<file path="src/core/fsp_pkg.sv">
// ==========================================================
// constants for the flash self-program sequencer
package fsp_pkg;
   // register port map
   localparam logic [7:0] CTRL_ADDR = 8'h00;
   localparam int IRQ_EN_BIT = 7;
   localparam int BUSY_BIT = 6;
   localparam logic [7:0] CTRL_RESET = 8'h00;
   // low five control bits: valid command codes
   localparam logic [4:0] CODE_LOAD = 5'h01;
   localparam logic [4:0] CODE_ERASE = 5'h03;
   localparam logic [4:0] CODE_WRITE = 5'h05;
   localparam logic [4:0] CODE_LOCK = 5'h09;
   localparam logic [4:0] CODE_REEN = 5'h11;
   // arming windows in core_clk cycles
   localparam logic [2:0] STORE_WIN = 3'h4;
   localparam logic [2:0] LOAD_WIN = 3'h3;
   localparam logic [2:0] LOAD_MIN = STORE_WIN - LOAD_WIN + 3'h1;
   // pointer fields
   localparam int PAGE_LSB = 6;
   localparam int PAGE_MSB = 12;
   localparam int WORD_LSB = 1;
   localparam int WORD_MSB = 5;
   localparam int LOCKD_LSB = 2;
   localparam int LOCKD_MSB = 5;
   // pages below this limit belong to the concurrent read section
   localparam logic [6:0] RWW_PAGES = 7'h60;
   // readback pointer values
   localparam logic [15:0] Z_FUSE_LO = 16'h0000;
   localparam logic [15:0] Z_LOCK = 16'h0001;
   localparam logic [15:0] Z_FUSE_HI = 16'h0003;
   localparam logic [1:0] LOCK_UNUSED = 2'h3;
   localparam logic [7:0] RB_NONE = 8'hff;
   // flash array operations
   localparam logic [1:0] OP_NONE = 2'h0;
   localparam logic [1:0] OP_ERASE = 2'h1;
   localparam logic [1:0] OP_WRITE = 2'h2;
   localparam logic [1:0] OP_LOCK = 2'h3;
   // sequencer states
   typedef enum logic [1:0] {
      ST_IDLE = 2'b00,
      ST_START = 2'b01,
      ST_WAIT = 2'b10
   } fsp_state_t;
endpackage : fsp_pkg

</file>
<file path="src/core/fsp_sequencer.sv">
`timescale 1ns/1ps
// Notes on behaviour
// (RULE1) page address latched at operation start; pointer free afterwards
// (RULE2) lock bit set ignores the pointer completely
// (RULE3) byte select bit used by readback loads, ignored by stores
// (RULE4) erase: code X0000011 then store within four cycles, page field only
// (RULE5) erase of halting section halts cpu; concurrent section erase does not
// (RULE6) load: code 00000001 then store puts data pair into buffer word
// (RULE7) buffer cleared after page write, on read re-enable, on reset
// (RULE8) software loads each buffer word at most once between clears
// (RULE9) eeprom write during loading discards loaded words
// (RULE10) write: code X0000101 then store, buffer to page field
// (RULE11) page write to halting section halts cpu, concurrent section runs
// (RULE12) interrupt request held while enabled and store enable clear
// (RULE13) erase or write blocks concurrent section reads, busy flag set
// (RULE14) software re-enables section before reading it after programming
// (RULE15) lock set: code X0001001, store, programs bits where data 5..2 zero
// (RULE16) software should use pointer 0x0001 and ones in bits 7,6,1,0
// (RULE17) lock programming keeps whole flash readable, no halt
// (RULE18) eeprom write refuses self-programming and fuse/lock readback
// (RULE19) pointer 0x0001 readback load within three cycles returns lock bits
// (RULE20) pointer 0x0000 returns low fuse, 0x0003 high fuse
// (RULE21) lock and enable bits clear on readback, load or store timeout
// (RULE22) readback: programmed bit reads zero, unprogrammed reads one
// (RULE23) write in progress survives reset and runs to completion
// (RULE24) store enable arms four cycles, stays set during erase or write
// (RULE25) other low five bit codes cause no operation
// (RULE26) busy flag set at concurrent section start, cleared by buffer load
// (RULE27) windows counted in core cycles from control write
// (RULE28) store after window expiry causes no flash operation
// ==========================================================
// flash self-program sequencer top
module fsp_sequencer (
   // clock and reset
   input wire logic core_clk,
   input wire logic nrst,
   // register port
   input wire logic [7:0] reg_addr,
   input wire logic [7:0] reg_wdata,
   input wire logic reg_wr,
   input wire logic reg_rd,
   output logic [7:0] reg_rdata,
   // cpu instruction side
   input wire logic store_exec,
   input wire logic load_exec,
   input wire logic [15:0] z_ptr,
   input wire logic [7:0] data_low_reg,
   input wire logic [7:0] data_high_reg,
   output logic readback_valid,
   output logic [7:0] readback_data,
   output logic cpu_halt,
   output logic rww_read_block,
   output logic irq_req,
   // eeprom and nonvolatile bits
   input wire logic eeprom_write_busy,
   input wire logic [7:0] fuse_low_byte,
   input wire logic [7:0] fuse_high_byte,
   input wire logic [5:0] lock_bits_nv,
   // flash array
   output logic flash_start,
   output logic [1:0] flash_op,
   output logic [6:0] flash_page,
   output logic [3:0] flash_lock_data,
   input wire logic flash_busy,
   input wire logic [4:0] buf_rd_idx,
   output logic [15:0] buf_rd_data
);
   typedef struct packed {
      logic irq_en;
      logic busy_flag;
      logic [4:0] ctrl_low;
      fsp_pkg::fsp_state_t state;
      logic [6:0] page;
      logic is_halting_section;
      logic [1:0] op;
      logic [3:0] lock_data;
      logic [7:0] rdata;
      logic rb_valid;
      logic [7:0] rb_data;
      logic halt;
      logic block;
      logic irq;
      logic start;
   } fsp_seq_state_t;

   fsp_seq_state_t cur;
   fsp_seq_state_t next_cur;
   logic rst_meta;
   logic rst_n;
   logic [2:0] win_count;
   logic arm;
   logic disarm;
   logic buf_wr;
   logic buf_clr;
   logic buf_any;
   logic ctrl_hit;
   logic code_ok;
   logic store_ok;
   logic load_ok;
   logic [6:0] z_page;

   // ==========================================================
   // reset release through two flops
   always_ff @(posedge core_clk or negedge nrst) begin
      if (!nrst) begin
         rst_meta <= 1'b0;
         rst_n <= 1'b0;
      end else begin
         rst_meta <= 1'b1;
         rst_n <= rst_meta;
      end
   end

   // ==========================================================
   // arming window and page buffer
   fsp_arm_timer #(
      .W(3)
   ) u_timer (
      .core_clk(core_clk),
      .rst_n(rst_n),
      .arm(arm),
      .arm_value(fsp_pkg::STORE_WIN),
      .disarm(disarm),
      .count(win_count)
   );

   fsp_page_buf #(
      .WORDS(32),
      .WIDTH(16),
      .IDXW(5)
   ) u_buf (
      .core_clk(core_clk),
      .rst_n(rst_n),
      .wr_en(buf_wr),
      .wr_idx(z_ptr[fsp_pkg::WORD_MSB:fsp_pkg::WORD_LSB]),
      .wr_data({data_high_reg, data_low_reg}),
      .clear(buf_clr),
      .rd_idx(buf_rd_idx),
      .rd_data(buf_rd_data),
      .any_loaded(buf_any)
   );

   // ==========================================================
   // decode helpers
   assign ctrl_hit = reg_addr == fsp_pkg::CTRL_ADDR;
   assign z_page = z_ptr[fsp_pkg::PAGE_MSB:fsp_pkg::PAGE_LSB];
   // (RULE25) only five codes accepted
   assign code_ok = reg_wdata[4:0] == fsp_pkg::CODE_LOAD ||
      reg_wdata[4:0] == fsp_pkg::CODE_ERASE ||
      reg_wdata[4:0] == fsp_pkg::CODE_WRITE ||
      reg_wdata[4:0] == fsp_pkg::CODE_LOCK ||
      reg_wdata[4:0] == fsp_pkg::CODE_REEN;
   // (RULE28) store only inside live window
   assign store_ok = store_exec && win_count != 3'h0 && cur.ctrl_low[0] &&
      cur.state == fsp_pkg::ST_IDLE && !eeprom_write_busy;
   // (RULE19) readback load within three cycles
   assign load_ok = load_exec && cur.ctrl_low == fsp_pkg::CODE_LOCK &&
      win_count >= fsp_pkg::LOAD_MIN && cur.state == fsp_pkg::ST_IDLE &&
      !eeprom_write_busy;

   // ==========================================================
   // next state
   always_comb begin
      next_cur = cur;
      next_cur.start = 1'b0;
      next_cur.rb_valid = 1'b0;
      next_cur.rdata = 8'h00;
      arm = 1'b0;
      disarm = 1'b0;
      buf_wr = 1'b0;
      buf_clr = 1'b0;
      // control write; (RULE18) code refused during eeprom write, interrupt enable bit still taken
      if (reg_wr && ctrl_hit) begin
         next_cur.irq_en = reg_wdata[fsp_pkg::IRQ_EN_BIT];
         if (code_ok && cur.state == fsp_pkg::ST_IDLE && !eeprom_write_busy) begin
            next_cur.ctrl_low = reg_wdata[4:0];
            // (RULE27) window starts at this write
            arm = 1'b1;
         end
      end
      // (RULE9) eeprom write drops partial buffer
      if (eeprom_write_busy && buf_any) begin
         buf_clr = 1'b1;
      end
      case (cur.state)
         fsp_pkg::ST_IDLE: begin
            // (RULE23) rejoin an operation still running after reset
            if (flash_busy) begin
               next_cur.state = fsp_pkg::ST_WAIT;
               next_cur.ctrl_low = fsp_pkg::CODE_LOAD;
               // page unknown after reset: treat as halting section
               next_cur.is_halting_section = 1'b1;
               next_cur.halt = 1'b1;
               next_cur.block = 1'b1;
            end else if (store_ok) begin
               case (cur.ctrl_low)
                  fsp_pkg::CODE_LOAD: begin
                     // (RULE6) data pair to addressed word
                     // (RULE3) byte select bit not part of word index
                     buf_wr = 1'b1;
                     // (RULE26) load clears busy flag
                     next_cur.busy_flag = 1'b0;
                     next_cur.ctrl_low = 5'h00;
                     disarm = 1'b1;
                  end
                  fsp_pkg::CODE_ERASE, fsp_pkg::CODE_WRITE: begin
                     // (RULE1) latch page at start
                     // (RULE4) page field only for erase
                     // (RULE10) page field only for write
                     next_cur.page = z_page;
                     next_cur.is_halting_section = z_page >= fsp_pkg::RWW_PAGES;
                     next_cur.op = (cur.ctrl_low == fsp_pkg::CODE_ERASE) ?
                        fsp_pkg::OP_ERASE : fsp_pkg::OP_WRITE;
                     next_cur.start = 1'b1;
                     next_cur.state = fsp_pkg::ST_START;
                     // (RULE5) halt for halting section erase
                     // (RULE11) halt for halting section write
                     next_cur.halt = z_page >= fsp_pkg::RWW_PAGES;
                     // (RULE13) block concurrent section while busy
                     // (RULE26) busy flag set at start
                     next_cur.block = 1'b1;
                     if (z_page < fsp_pkg::RWW_PAGES) begin
                        next_cur.busy_flag = 1'b1;
                     end
                  end
                  fsp_pkg::CODE_LOCK: begin
                     // (RULE2) pointer ignored, page untouched
                     // (RULE15) data bits 5..2 select lock bits
                     next_cur.op = fsp_pkg::OP_LOCK;
                     next_cur.lock_data =
                        data_low_reg[fsp_pkg::LOCKD_MSB:fsp_pkg::LOCKD_LSB];
                     next_cur.start = 1'b1;
                     next_cur.state = fsp_pkg::ST_START;
                     // (RULE17) no halt, no block
                     next_cur.halt = 1'b0;
                     next_cur.block = 1'b0;
                  end
                  fsp_pkg::CODE_REEN: begin
                     // (RULE7) re-enable clears buffer
                     buf_clr = 1'b1;
                     next_cur.busy_flag = 1'b0;
                     next_cur.ctrl_low = 5'h00;
                     disarm = 1'b1;
                  end
                  default: begin
                     next_cur.ctrl_low = 5'h00;
                  end
               endcase
            end else if (load_ok) begin
               // (RULE20) fuse bytes by full pointer
               // (RULE22) bits pass as stored, zero means programmed
               next_cur.rb_valid = 1'b1;
               case (z_ptr)
                  fsp_pkg::Z_LOCK: next_cur.rb_data = {fsp_pkg::LOCK_UNUSED, lock_bits_nv};
                  fsp_pkg::Z_FUSE_LO: next_cur.rb_data = fuse_low_byte;
                  fsp_pkg::Z_FUSE_HI: next_cur.rb_data = fuse_high_byte;
                  default: next_cur.rb_data = fsp_pkg::RB_NONE;
               endcase
               // (RULE21) readback done clears bits
               next_cur.ctrl_low = 5'h00;
               disarm = 1'b1;
            end else if (win_count == 3'h0 && !arm) begin
               // (RULE21) window timeout clears bits
               next_cur.ctrl_low = 5'h00;
            end
         end
         fsp_pkg::ST_START: begin
            next_cur.state = fsp_pkg::ST_WAIT;
         end
         fsp_pkg::ST_WAIT: begin
            // (RULE24) store enable held until array idle
            if (!flash_busy) begin
               next_cur.state = fsp_pkg::ST_IDLE;
               next_cur.ctrl_low = 5'h00;
               next_cur.halt = 1'b0;
               next_cur.block = 1'b0;
               // (RULE7) page write empties buffer
               if (cur.op == fsp_pkg::OP_WRITE) begin
                  buf_clr = 1'b1;
               end
            end
         end
         default: begin
            next_cur.state = fsp_pkg::ST_IDLE;
         end
      endcase
      // (RULE12) level request while store enable clear
      next_cur.irq = next_cur.irq_en && !next_cur.ctrl_low[0];
      // register read, unmapped reads zero
      if (reg_rd && ctrl_hit) begin
         next_cur.rdata = {cur.irq_en, cur.busy_flag, 1'b0, cur.ctrl_low};
      end
   end

   // ==========================================================
   // state register
   always_ff @(posedge core_clk or negedge rst_n) begin
      if (!rst_n) begin
         cur <= '0;
      end else begin
         cur <= next_cur;
      end
   end

   // outputs straight from flops
   assign reg_rdata = cur.rdata;
   assign readback_valid = cur.rb_valid;
   assign readback_data = cur.rb_data;
   assign cpu_halt = cur.halt;
   assign rww_read_block = cur.block;
   assign irq_req = cur.irq;
   assign flash_start = cur.start;
   assign flash_op = cur.op;
   assign flash_page = cur.page;
   assign flash_lock_data = cur.lock_data;
endmodule : fsp_sequencer

</file>
<file path="src/core/fsp_arm_timer.sv">
`timescale 1ns/1ps
// ==========================================================
// arming window down-counter
module fsp_arm_timer #(
   parameter int W = 3
) (
   // clock and reset
   input wire logic core_clk,
   input wire logic rst_n,
   // control
   input wire logic arm,
   input wire logic [W-1:0] arm_value,
   input wire logic disarm,
   // state
   output logic [W-1:0] count
);
   typedef struct packed {
      logic [W-1:0] count;
   } fsp_tmr_state_t;

   fsp_tmr_state_t cur;
   fsp_tmr_state_t next_cur;

   // load on arm, drop on disarm, else count down to zero
   always_comb begin
      next_cur = cur;
      if (arm) begin
         next_cur.count = arm_value;
      end else if (disarm) begin
         next_cur.count = '0;
      end else if (cur.count != '0) begin
         next_cur.count = cur.count - W'(1);
      end
   end

   // state register
   always_ff @(posedge core_clk or negedge rst_n) begin
      if (!rst_n) begin
         cur <= '0;
      end else begin
         cur <= next_cur;
      end
   end

   assign count = cur.count;
endmodule : fsp_arm_timer

</file>
<file path="src/core/fsp_page_buf.sv">
`timescale 1ns/1ps
// ==========================================================
// temporary page buffer, one flop word per entry
module fsp_page_buf #(
   parameter int WORDS = 32,
   parameter int WIDTH = 16,
   parameter int IDXW = 5
) (
   // clock and reset
   input wire logic core_clk,
   input wire logic rst_n,
   // load side
   input wire logic wr_en,
   input wire logic [IDXW-1:0] wr_idx,
   input wire logic [WIDTH-1:0] wr_data,
   input wire logic clear,
   // array side
   input wire logic [IDXW-1:0] rd_idx,
   output logic [WIDTH-1:0] rd_data,
   output logic any_loaded
);
   typedef struct packed {
      logic [WORDS-1:0][WIDTH-1:0] mem;
      logic [WORDS-1:0] used;
      logic [WIDTH-1:0] rd_data;
   } fsp_buf_state_t;

   fsp_buf_state_t cur;
   fsp_buf_state_t next_cur;
   wire [WORDS-1:0][WIDTH-1:0] next_mem;
   wire [WORDS-1:0] next_used;

   // per entry: clear wins, else write when addressed
   for (genvar i = 0; i < WORDS; i++) begin : g_entry
      assign next_mem[i] = clear ? '0 :
         (wr_en && wr_idx == IDXW'(i)) ? wr_data : cur.mem[i];
      assign next_used[i] = clear ? 1'b0 :
         (wr_en && wr_idx == IDXW'(i)) ? 1'b1 : cur.used[i];
   end

   // assemble next state, registered read port
   always_comb begin
      next_cur = cur;
      next_cur.mem = next_mem;
      next_cur.used = next_used;
      next_cur.rd_data = cur.mem[rd_idx];
   end

   // reset empties the buffer
   always_ff @(posedge core_clk or negedge rst_n) begin
      if (!rst_n) begin
         cur <= '0;
      end else begin
         cur <= next_cur;
      end
   end

   assign rd_data = cur.rd_data;
   assign any_loaded = |cur.used;
endmodule : fsp_page_buf

</file>
<file path="config.mk">
export PLATFORM = sky130hd
export DESIGN_NAME = fsp_sequencer
export DESIGN_NICKNAME = d
export VERILOG_FILES = /design/src/core/fsp_pkg.sv /design/src/core/fsp_sequencer.sv /design/src/core/fsp_arm_timer.sv /design/src/core/fsp_page_buf.sv
export SDC_FILE = /design/constraint.sdc
export NUM_CORES = 1
export LEC_CHECK = 0
export ABC_AREA = 1
export BUFFER_PORTS_ARGS = -buffer_cell sky130_fd_sc_hd__buf_2
export CAP_MARGIN = 10
export CORE_MARGIN = 5
export CORE_UTILIZATION = 45
export DETAILED_ROUTE_END_ITERATION = 8
export REMOVE_ABC_BUFFERS = 1
export SLEW_MARGIN = 20
export SYNTH_ARGS = -nofsm -noshare
export SYNTH_HDL_FRONTEND = slang
export SYNTH_SLANG_ARGS = --single-unit
</file>
<file path="constraint.sdc">
create_clock -name core_clk -period 23.6 [get_ports core_clk]
set_input_delay 4.72 -clock core_clk [delete_from_list [all_inputs] [get_ports core_clk]]
set_output_delay 4.72 -clock core_clk [all_outputs]
set_load 0.02 [all_outputs]
</file>
* Yosys cells after proc, flatten, opt, wreduce, memory -nomap -nowiden
Index checks and enable logic that the tools add are counted.
** Cells by class
- Multipliers :: 0
- Mux-type cells :: 185
- Bitwise logic cells :: 2
- $lt $le $gt $ge :: 4
- Shift-type cells :: 0
- Equal/unequal tests :: 51
- Add/sub/neg operators :: 1
- Divide/modulo/power cells :: 0
- Reductions and logical operators :: 107
** Operators with widths (count)
- $mux 16 :: 66
- $eq 5x5->1 const B :: 18
- $mux 1 :: 87
- $bmux 16 s5 :: 1
- $reduce_bool 2->1 :: 35
- $eq 5x4->1 const B :: 10
- $logic_and 1x1->1 :: 47
- $mux 9 :: 4
- $reduce_or 32->1 :: 1
- $eq 5x3->1 const B :: 6
- $mux 5 :: 6
- $pmux 8 s3 :: 1
- $eq 5x2->1 const B :: 4
- $reduce_and 4->1 :: 5
- $eq 16x1->1 const B :: 1
- $eq 16x2->1 const B :: 1
- $logic_not 16->1 :: 1
- $mux 8 :: 2
- $eq 5x1->1 const B :: 3
- $mux 7 :: 2
- $pmux 2 s2 :: 3
- $mux 2 :: 5
- $pmux 5 s2 :: 1
- $mux 3 :: 3
- 25 further kinds :: 37
** Storage, ports and cells
- Input port bits :: 83
- Flip-flop bits (word level) :: 608
- Output and inout port bits :: 50
- Latch bits :: 0
- Memory bits (read-only) :: 0
- Bits in writable memories :: 0
- Memories :: 0

* Logic depth before layout (Yosys ltp)
Gate-level depths: netlist (run 1).
- Depth after elaboration :: 18
- Mapped depth :: 14
- Gate-level depth less buffers :: 14

* Cells and area by module
A second synthesis (run 1) with hierarchy kept.
** Unflattened totals
- Cell total of the unflattened synthesis :: 3537
- Area total of the unflattened synthesis :: 28353.4 um2
** By module, submodules not included
- fsp_page_buf :: times used 1, area each 25605.8 um2, cells each 3188
- fsp_sequencer :: times used 1, area each 2538.7 um2, cells each 318
- fsp_arm_timer :: times used 1, area each 209.0 um2, cells each 31

* Worst setup path after synthesis (run 1)
No wires, ideal clock.
- Path type :: input to register
- From :: input port flash_busy
- To :: register u_buf.cur[113] (netlist bit)
- Data required time :: 23.523 ns
- Setup slack :: 17.486 ns
- Buffers on the path :: 4
- Data arrival time :: 6.037 ns
- Stages on the path :: 10
- Path through :: clkbuf_1 > nor2_1 > o21ai_1 > nand2_1 > buf_4 > buf_6 > a21oi_2 > buf_2 > nand2_1 > o21ai_1
** Between the ends
- Cells in the longest elaborated chain, start to end :: 4
- Elaborated cells on any way between the ends :: 8
- Classes of those cells :: 6 x mux; 2 x reduce/logical
** RTL lines
- start, declared :: line fsp_sequencer.sv:64 : input wire logic flash_busy,
- $mux 1 :: line fsp_sequencer.sv:188 : if (flash_busy) begin
- $mux 1 :: line fsp_sequencer.sv:185 : case (cur.state)
- $logic_and 1x1->1 :: line fsp_page_buf.sv:36 : (wr_en && wr_idx == IDXW'(i)) ? wr_data : cur.mem[i];
- $reduce_bool 2->1 (no line)
- end signal, assigned :: line fsp_page_buf.sv:54 : cur <= next_cur;
- end, declared :: line fsp_page_buf.sv:28 : fsp_buf_state_t cur;
Several ways; a longest one is shown, not always the timed one.
A chain may end at the register's enable or synchronous reset.

==> out/metrics.cfg, run 1 <==
[min_path]
timing.hold.worst.class=reg -> async

[yosys]
yosysWarningCount=0
synth_seq_area_share=0.555
avgSynthCellArea_um2=8.61
ys_ff_latch=607
synth_area_um2=27400
yosys.cell_types.count=38
synthCells=3179

[cts]
clock_insertion_delay_worst_skew_ps=600
holdBufCountCts=0
root_buffer=sky130_fd_sc_hd__clkbuf_16
cts_sinks=607
path_clk_slew_ps=60
h-tree-depth=3
cts_made_buffers=67
cts_tree=done
post-cts-setup-buffers=0
cts_max_path_buffers=3
ctsResizeCount=0

[floorplanning]
initial_cell_density_of_the_core=0.454
fp.dieW_um=257
core_area_um2=60200
placement_rows=90
die_y_um=257
floorplan.die_area_um2=65900
design.portCount=133

[setup_path]
worstSetupPathType=in -> reg
critical_path_required_ps=24080
crit_cells=9
max_stage_delay_ps=910
cpLargestDelayFamily=buffers and inverters
worst_setup_path_start_kind=input pin
cp.arrival_ps=8160
crit_path_end_kind=flop
cp_max_fo=93
reg2reg_setup_slack_ps=20090
max_stage_delay_cell_worst_path=sky130_fd_sc_hd__buf_4
worstPathBufferInverterCount=3
timing.critical_path.cells=clkbuf_8, buf_4, buf_4, o21ai_0, a21oi_1, a21oi_1, o21ai_0, nand3_1, o21a_1
reg2reg_depth=11

[route]
dr_total_vias=22400
drt-vias-per-instance=5.68
drtAntennaViolNets=0
wl_per_cell_um=20.0
first_pass_iters=5
remaining_routing_drc_violations=0
totalWireLength_mm=79.1
drt_iter0_markers=2320

[timing]
fin_worst_skew_ps=16.5
fin_crit_ps=7680
finalSetupTns_ps=0
max_clock_freq_ghz=0.130
finalMaxSlewViolations=0
tightest_slew_ps=1060
headroom_to_the_max_slew_limit=0.290
final_hold_violations=0
finalSetupViolations=0
rsz0062_at_grt=false
min_period_over_period=0.325

[power]
p_per_area_nw_per_um2=115
clock_power_share=0.293
internal_power_mw=2.33
seqPwrFrac=0.469
p_sw_frac=0.328
power.leakage_nw=13.7
power.net_switching_mw=1.14
power_mw=3.46
max-vdd-ir-drop_mv=0.0485
power_frac_comb=0.239

[placement]
port_buffers=129
dp_hpwl_mm=45.2
placement.cell_area_um2=27900
gp_congestion=0.843

[finish]
layout-drive-gt1-share=0.110
finish.instance_area_um2=30100
finish.net_count=3212
area_growth_pct=9.95

[global_routing]
grt_antenna_before_repair=5
wire_length_of_the_first_global_routing_pass_mm=125
grtUsageTotal=0.237
first_global_vias=21600
grt.overflow.total=0
grt_start_max_net_pins=186

[outcome]
outcome=completed

[run]
drv.max_cap_violation_count=0

[per-layer routing]
layer  part of all wire  GRT usage  vias to the layer above
met5            0.00034          0                        -
met4              0.027     0.0786                        4
met3              0.077     0.0389                      126
met2               0.45      0.366                      909
met1               0.45      0.344                    10800
li1                   -          -                    10600
[final timing paths]
check | endpoint | startpoint
hold / removal | reg_rdata[7] | rst_n
max in group asynchronous | rst_n | nrst
setup reg to reg | u_buf.cur[55] | u_timer.count[1]
min in group core_clk | rst_n | rst_meta
hold reg to reg | reg_rdata[7] | rst_n
setup / recovery | u_buf.rd_data[7] | buf_rd_idx[0]
[power groups by stage]
stage | Clock, mW | Combinational, mW | Sequential, mW
6_report | 1.01 | 0.827 | 1.62
5_1_grt | 1.08 | 0.948 | 1.67
4_1_cts | 1.04 | 0.830 | 1.62
3_5_place_dp | 0 | 0.828 | 1.63
3_3_place_gp | 0 | 0.796 | 1.61
2_1_floorplan | 0 | 0.563 | 1.61
[worst register-to-register path: cells and delay by family (launching register included)]
family                   cells  cell delay (ps)
AND/OR/NAND/NOR              5             1340
AO/OA/AOI/OAI                2              360
flip-flops                   1              390
adder cells (fa/ha/maj)      1              200
buffers and inverters        3             1080
[area by class of cell]
cell class | instances | area, um^2
antenna | 1 | 2.50
clock buffer | 101 | 2000
clock inverter | 10 | 111
fill | 5603 | 30200
inverter | 84 | 322
multi-input combinational | 2174 | 10300
sequential | 607 | 15200
tap | 782 | 978
timing repair buffer | 192 | 1190
[sequential cells by signal (all words and copies together) (netlist names), 2 cells and up]
name and flops:
flash_lock_data 4, readback_data 8, u_buf.rd_data 16, u_buf.cur 544, cur 9, u_timer.count 3, flash_page 7, reg_rdata 7
flash_op 2
[synthesized netlist by cell type, drive strengths merged]
cell type	instances	area share
nor4	3	0.0012
o21a	5	0.0014
conb	2	0.00027
mux2	4	0.0016
o22ai	34	0.0078
nand2	662	0.091
nand3b	2	0.00055
nand3	56	0.010
nand4	15	0.0034
a21oi	96	0.022
buf	168	0.039
o21bai	1	0.00027
xor2	1	0.00032
o221ai	88	0.028
o21ai	805	0.15
or2	1	0.00023
inv	79	0.011
nor3	3	0.00055
clkbuf	146	0.020
dfrtp	607	0.55
a31oi	13	0.0030
clkinv	5	0.00069
ha	3	0.0014
nor2	380	0.054
[per-stage QoR]
stage               setup WS (ps)   util  hold slack (ps)  instances
finish                      15920  0.499              350       3951
global route                15930  0.499              374       3951
CTS                         15970  0.498              362       3948
detailed placement          15350  0.463              336       3837
global placement            15310  0.463              339       3837
floorplan                    5430      -              331       2865
[cell families after synthesis]
kind of cell	after synthesis	synth area share
buffers and inverters	398	0.0702
AO/OA/AOI/OAI	1042	0.209
XOR/XNOR	1	0.000320
adder cells (fa/ha/maj)	3	0.00137
multiplexers	4	0.00165
AND/OR/NAND/NOR	1122	0.162
other	2	0.000274
flip-flops	607	0.555
[layout by cell type, fill, tap and decap left out, types with 13 or more instances in the layout]
cell type                   count
sky130_fd_sc_hd__inv_1         74
sky130_fd_sc_hd__o22ai_1       34
sky130_fd_sc_hd__a21oi_1       64
sky130_fd_sc_hd__nand4_1       15
sky130_fd_sc_hd__o21ai_0      338
sky130_fd_sc_hd__clkbuf_16     69
sky130_fd_sc_hd__o21ai_1      467
sky130_fd_sc_hd__clkbuf_8      16
sky130_fd_sc_hd__buf_4         58
sky130_fd_sc_hd__dfrtp_1      606
sky130_fd_sc_hd__nand3_1       56
sky130_fd_sc_hd__nand2_1      653
sky130_fd_sc_hd__buf_2        127
sky130_fd_sc_hd__clkbuf_1      17
sky130_fd_sc_hd__a21oi_2       29
sky130_fd_sc_hd__o221ai_1      88
sky130_fd_sc_hd__nor2_1       374
sky130_fd_sc_hd__a31oi_1       13
Power figures use the tool's default switching activity.
==> run 2, diff against run 1 <==
==> constraint.sdc (replaced) <==
create_clock -name core_clk -period 6.51 [get_ports core_clk]
set_input_delay 1.302 -clock core_clk [delete_from_list [all_inputs] [get_ports core_clk]]
set_output_delay 1.302 -clock core_clk [all_outputs]
set_load 0.02 [all_outputs]
==> run 2 against run 1 <==
Compared with the run above: critical path type unchanged; flip-flop and latch count unchanged; first-iteration DRC count grew 6.3%; via count increased by 0.74%; critical endpoint is now u_buf.rd_data[1].
==> out/metrics.cfg, run 2 (synthesis gave the netlist of run 1 again) <==
[outcome]
outcome=completed  ; unchanged

[cts]
cts_sinks=607  ; unchanged
post-cts-setup-buffers=0  ; unchanged
cts_tree=done  ; unchanged
root_buffer=sky130_fd_sc_hd__clkbuf_16  ; unchanged
ctsResizeCount=0  ; unchanged
holdBufCountCts=0  ; unchanged
clock_insertion_delay_worst_skew_ps=600  ; about the same
path_clk_slew_ps=60  ; about the same
cts_max_path_buffers=3  ; unchanged
cts_made_buffers=68  ; was 67
h-tree-depth=3  ; unchanged

[setup_path]
max_stage_delay_cell_worst_path=sky130_fd_sc_hd__inv_6  ; was sky130_fd_sc_hd__buf_4
critical_path_required_ps=6990  ; was 24,080 ps
max_stage_delay_ps=750  ; was 910 ps
cpLargestDelayFamily=buffers and inverters  ; unchanged
worstPathBufferInverterCount=3  ; unchanged
reg2reg_depth=11  ; unchanged
crit_path_end_kind=flop  ; unchanged
timing.critical_path.cells=clkbuf_8, inv_6, buf_4, o21ai_0, o221ai_1, nand3_1, nand2_1, nor2_1, a21oi_1  ; was clkbuf_8, buf_4, buf_4, o21ai_0, a21oi_1, a21oi_1, o21ai_0, nand3_1, o21a_1
crit-reg2reg-launch=u_timer.count[1]  ; unchanged
cp_max_fo=107  ; was 93
crit_start=buf_rd_idx[0]  ; unchanged
worstSetupPathType=in -> reg  ; unchanged
cp.arrival_ps=4040  ; was 8160 ps
crit_cells=9  ; unchanged
worst_setup_path_start_kind=input pin  ; unchanged

[route]
first_pass_iters=5  ; unchanged
wl_per_cell_um=20.1  ; was 20.0 um
drt_iter0_markers=2467  ; was 2,320
totalWireLength_mm=79.7  ; was 79.1 mm
remaining_routing_drc_violations=0  ; unchanged
dr_total_vias=22600  ; was 22,400
drtAntennaViolNets=0  ; unchanged
drt-vias-per-instance=5.71  ; was 5.68

[timing]
fin_worst_skew_ps=26.3  ; was 16.5 ps
rsz0062_at_grt=false  ; unchanged
tightest_slew_ps=1060  ; about the same
finalMaxSlewViolations=0  ; unchanged
least_setup_slack_across_all_paths_after_layout_ps=2950  ; was 15,920 ps
headroom_to_the_max_slew_limit=0.293  ; was 0.290
finalSetupViolations=0  ; unchanged
final_hold_violations=0  ; unchanged
fin_hold_ws_ps=347  ; was 350 ps
fin_crit_ps=3560
min_period_over_period=0.547
max_clock_freq_ghz=0.281

[finish]
most_frequent_cells_in_the_layout=sky130_fd_sc_hd__nand2_1, sky130_fd_sc_hd__dfrtp_1, sky130_fd_sc_hd__o21ai_1, sky130_fd_sc_hd__nor2_1, sky130_fd_sc_hd__o21ai_0  ; unchanged
stdcell_count=3959  ; was 3,951
layout-drive-gt1-share=0.114  ; was 0.110
finish.instance_area_um2=30200  ; was 30,100 um^2
finish.net_count=3216  ; was 3,212
top_reg_by_flops=u_buf.cur  ; unchanged
mostFrequentLayoutCell=sky130_fd_sc_hd__nand2_1  ; unchanged
largest_reg_flops=544  ; unchanged
area_growth_pct=10.4  ; was 9.95%

[run]
drv.max_cap_violation_count=0  ; unchanged

[global_routing]
grt_antenna_before_repair=5  ; unchanged
grt.overflow.total=0  ; unchanged
first_global_vias=21800  ; was 21,600
wire_length_of_the_first_global_routing_pass_mm=125  ; about the same
grtUsageTotal=0.237  ; about the same
grt_start_max_net_pins=174  ; was 186

[min_path]
timing.hold.worst.class=reg -> reg  ; was reg -> async
worst_hold_path.num_cells=0
timing.hold.worst.start=rst_meta

[placement]
dpl.cell_count=3842  ; was 3,837
dp_hpwl_mm=46.6  ; was 45.2 mm
place_worst_setup_slack_ps=2420  ; was 15,350 ps
gp_congestion=0.883  ; was 0.843
port_buffers=129  ; unchanged
placement.cell_area_um2=28000  ; was 27,900 um^2

[floorplanning]
fp.dieW_um=257  ; unchanged
floorplan.die_area_um2=65900  ; unchanged
initial_cell_density_of_the_core=0.454  ; unchanged
design.portCount=133  ; unchanged
placement_rows=90  ; unchanged
core_area_um2=60200  ; unchanged
die_y_um=257  ; unchanged

[power]
max-vdd-ir-drop_mv=0.203  ; was 0.0485 mV
p_per_area_nw_per_um2=421  ; was 115 nW/um^2
power.leakage_nw=13.8  ; was 13.7 nW

run 2: cell types whose count changed in the layout (fill, tap and decap cells not counted), moves of 2 or more:
cell                        change
sky130_fd_sc_hd__clkbuf_8       +3
sky130_fd_sc_hd__clkbuf_1       -4
sky130_fd_sc_hd__clkinv_2       +5
sky130_fd_sc_hd__buf_6          -3
sky130_fd_sc_hd__buf_4          +5
sky130_fd_sc_hd__buf_12         +2
sky130_fd_sc_hd__bufinv_16      +2
run 2: worst paths after layout:
check	end	slack, ps
setup / recovery	u_buf.rd_data[1]	2950
hold / removal	rst_n	350
setup reg to reg	u_buf.cur[82]	3480
hold reg to reg	rst_n	350
max in group asynchronous	u_buf.cur[104]	4500
min in group asynchronous	u_timer.count[0]	460
run 2: per-layer routing:
metal	GRT usage	routed length (um)
met5	0	25
met4	0.0832	2400
met3	0.0415	6270
met2	0.363	35600
met1	0.342	35400
run 2: area by class of cell:
class | count | area [um^2]
multi-input cells | 2174 | 10300
inverters | 84 | 322
clock buffers | 100 | 2020
well taps | 782 | 978
diodes | 1 | 2.50
fillers | 5572 | 30000
repair buffers | 195 | 1200
flip-flops and latches | 607 | 15200
clock inverters | 16 | 188
run 2: power breakdown:
group          internal (mW)  switching, mW  total, mW
sequential              5.17          0.720       5.89
combinational           1.07           1.94       3.01
clock                   2.30           1.51       3.81
total                   8.55           4.17       12.7
run 2: per-stage QoR:
stage	setup TNS, ps	power [mW]	utilization
final	0	12.7	0.502
after global routing	0	13.5	0.502
after CTS	0	12.8	0.501
after detailed placement	0	8.94	0.465
after global placement	0	8.75	0.465
after floorplan	-7055300	7.89	-
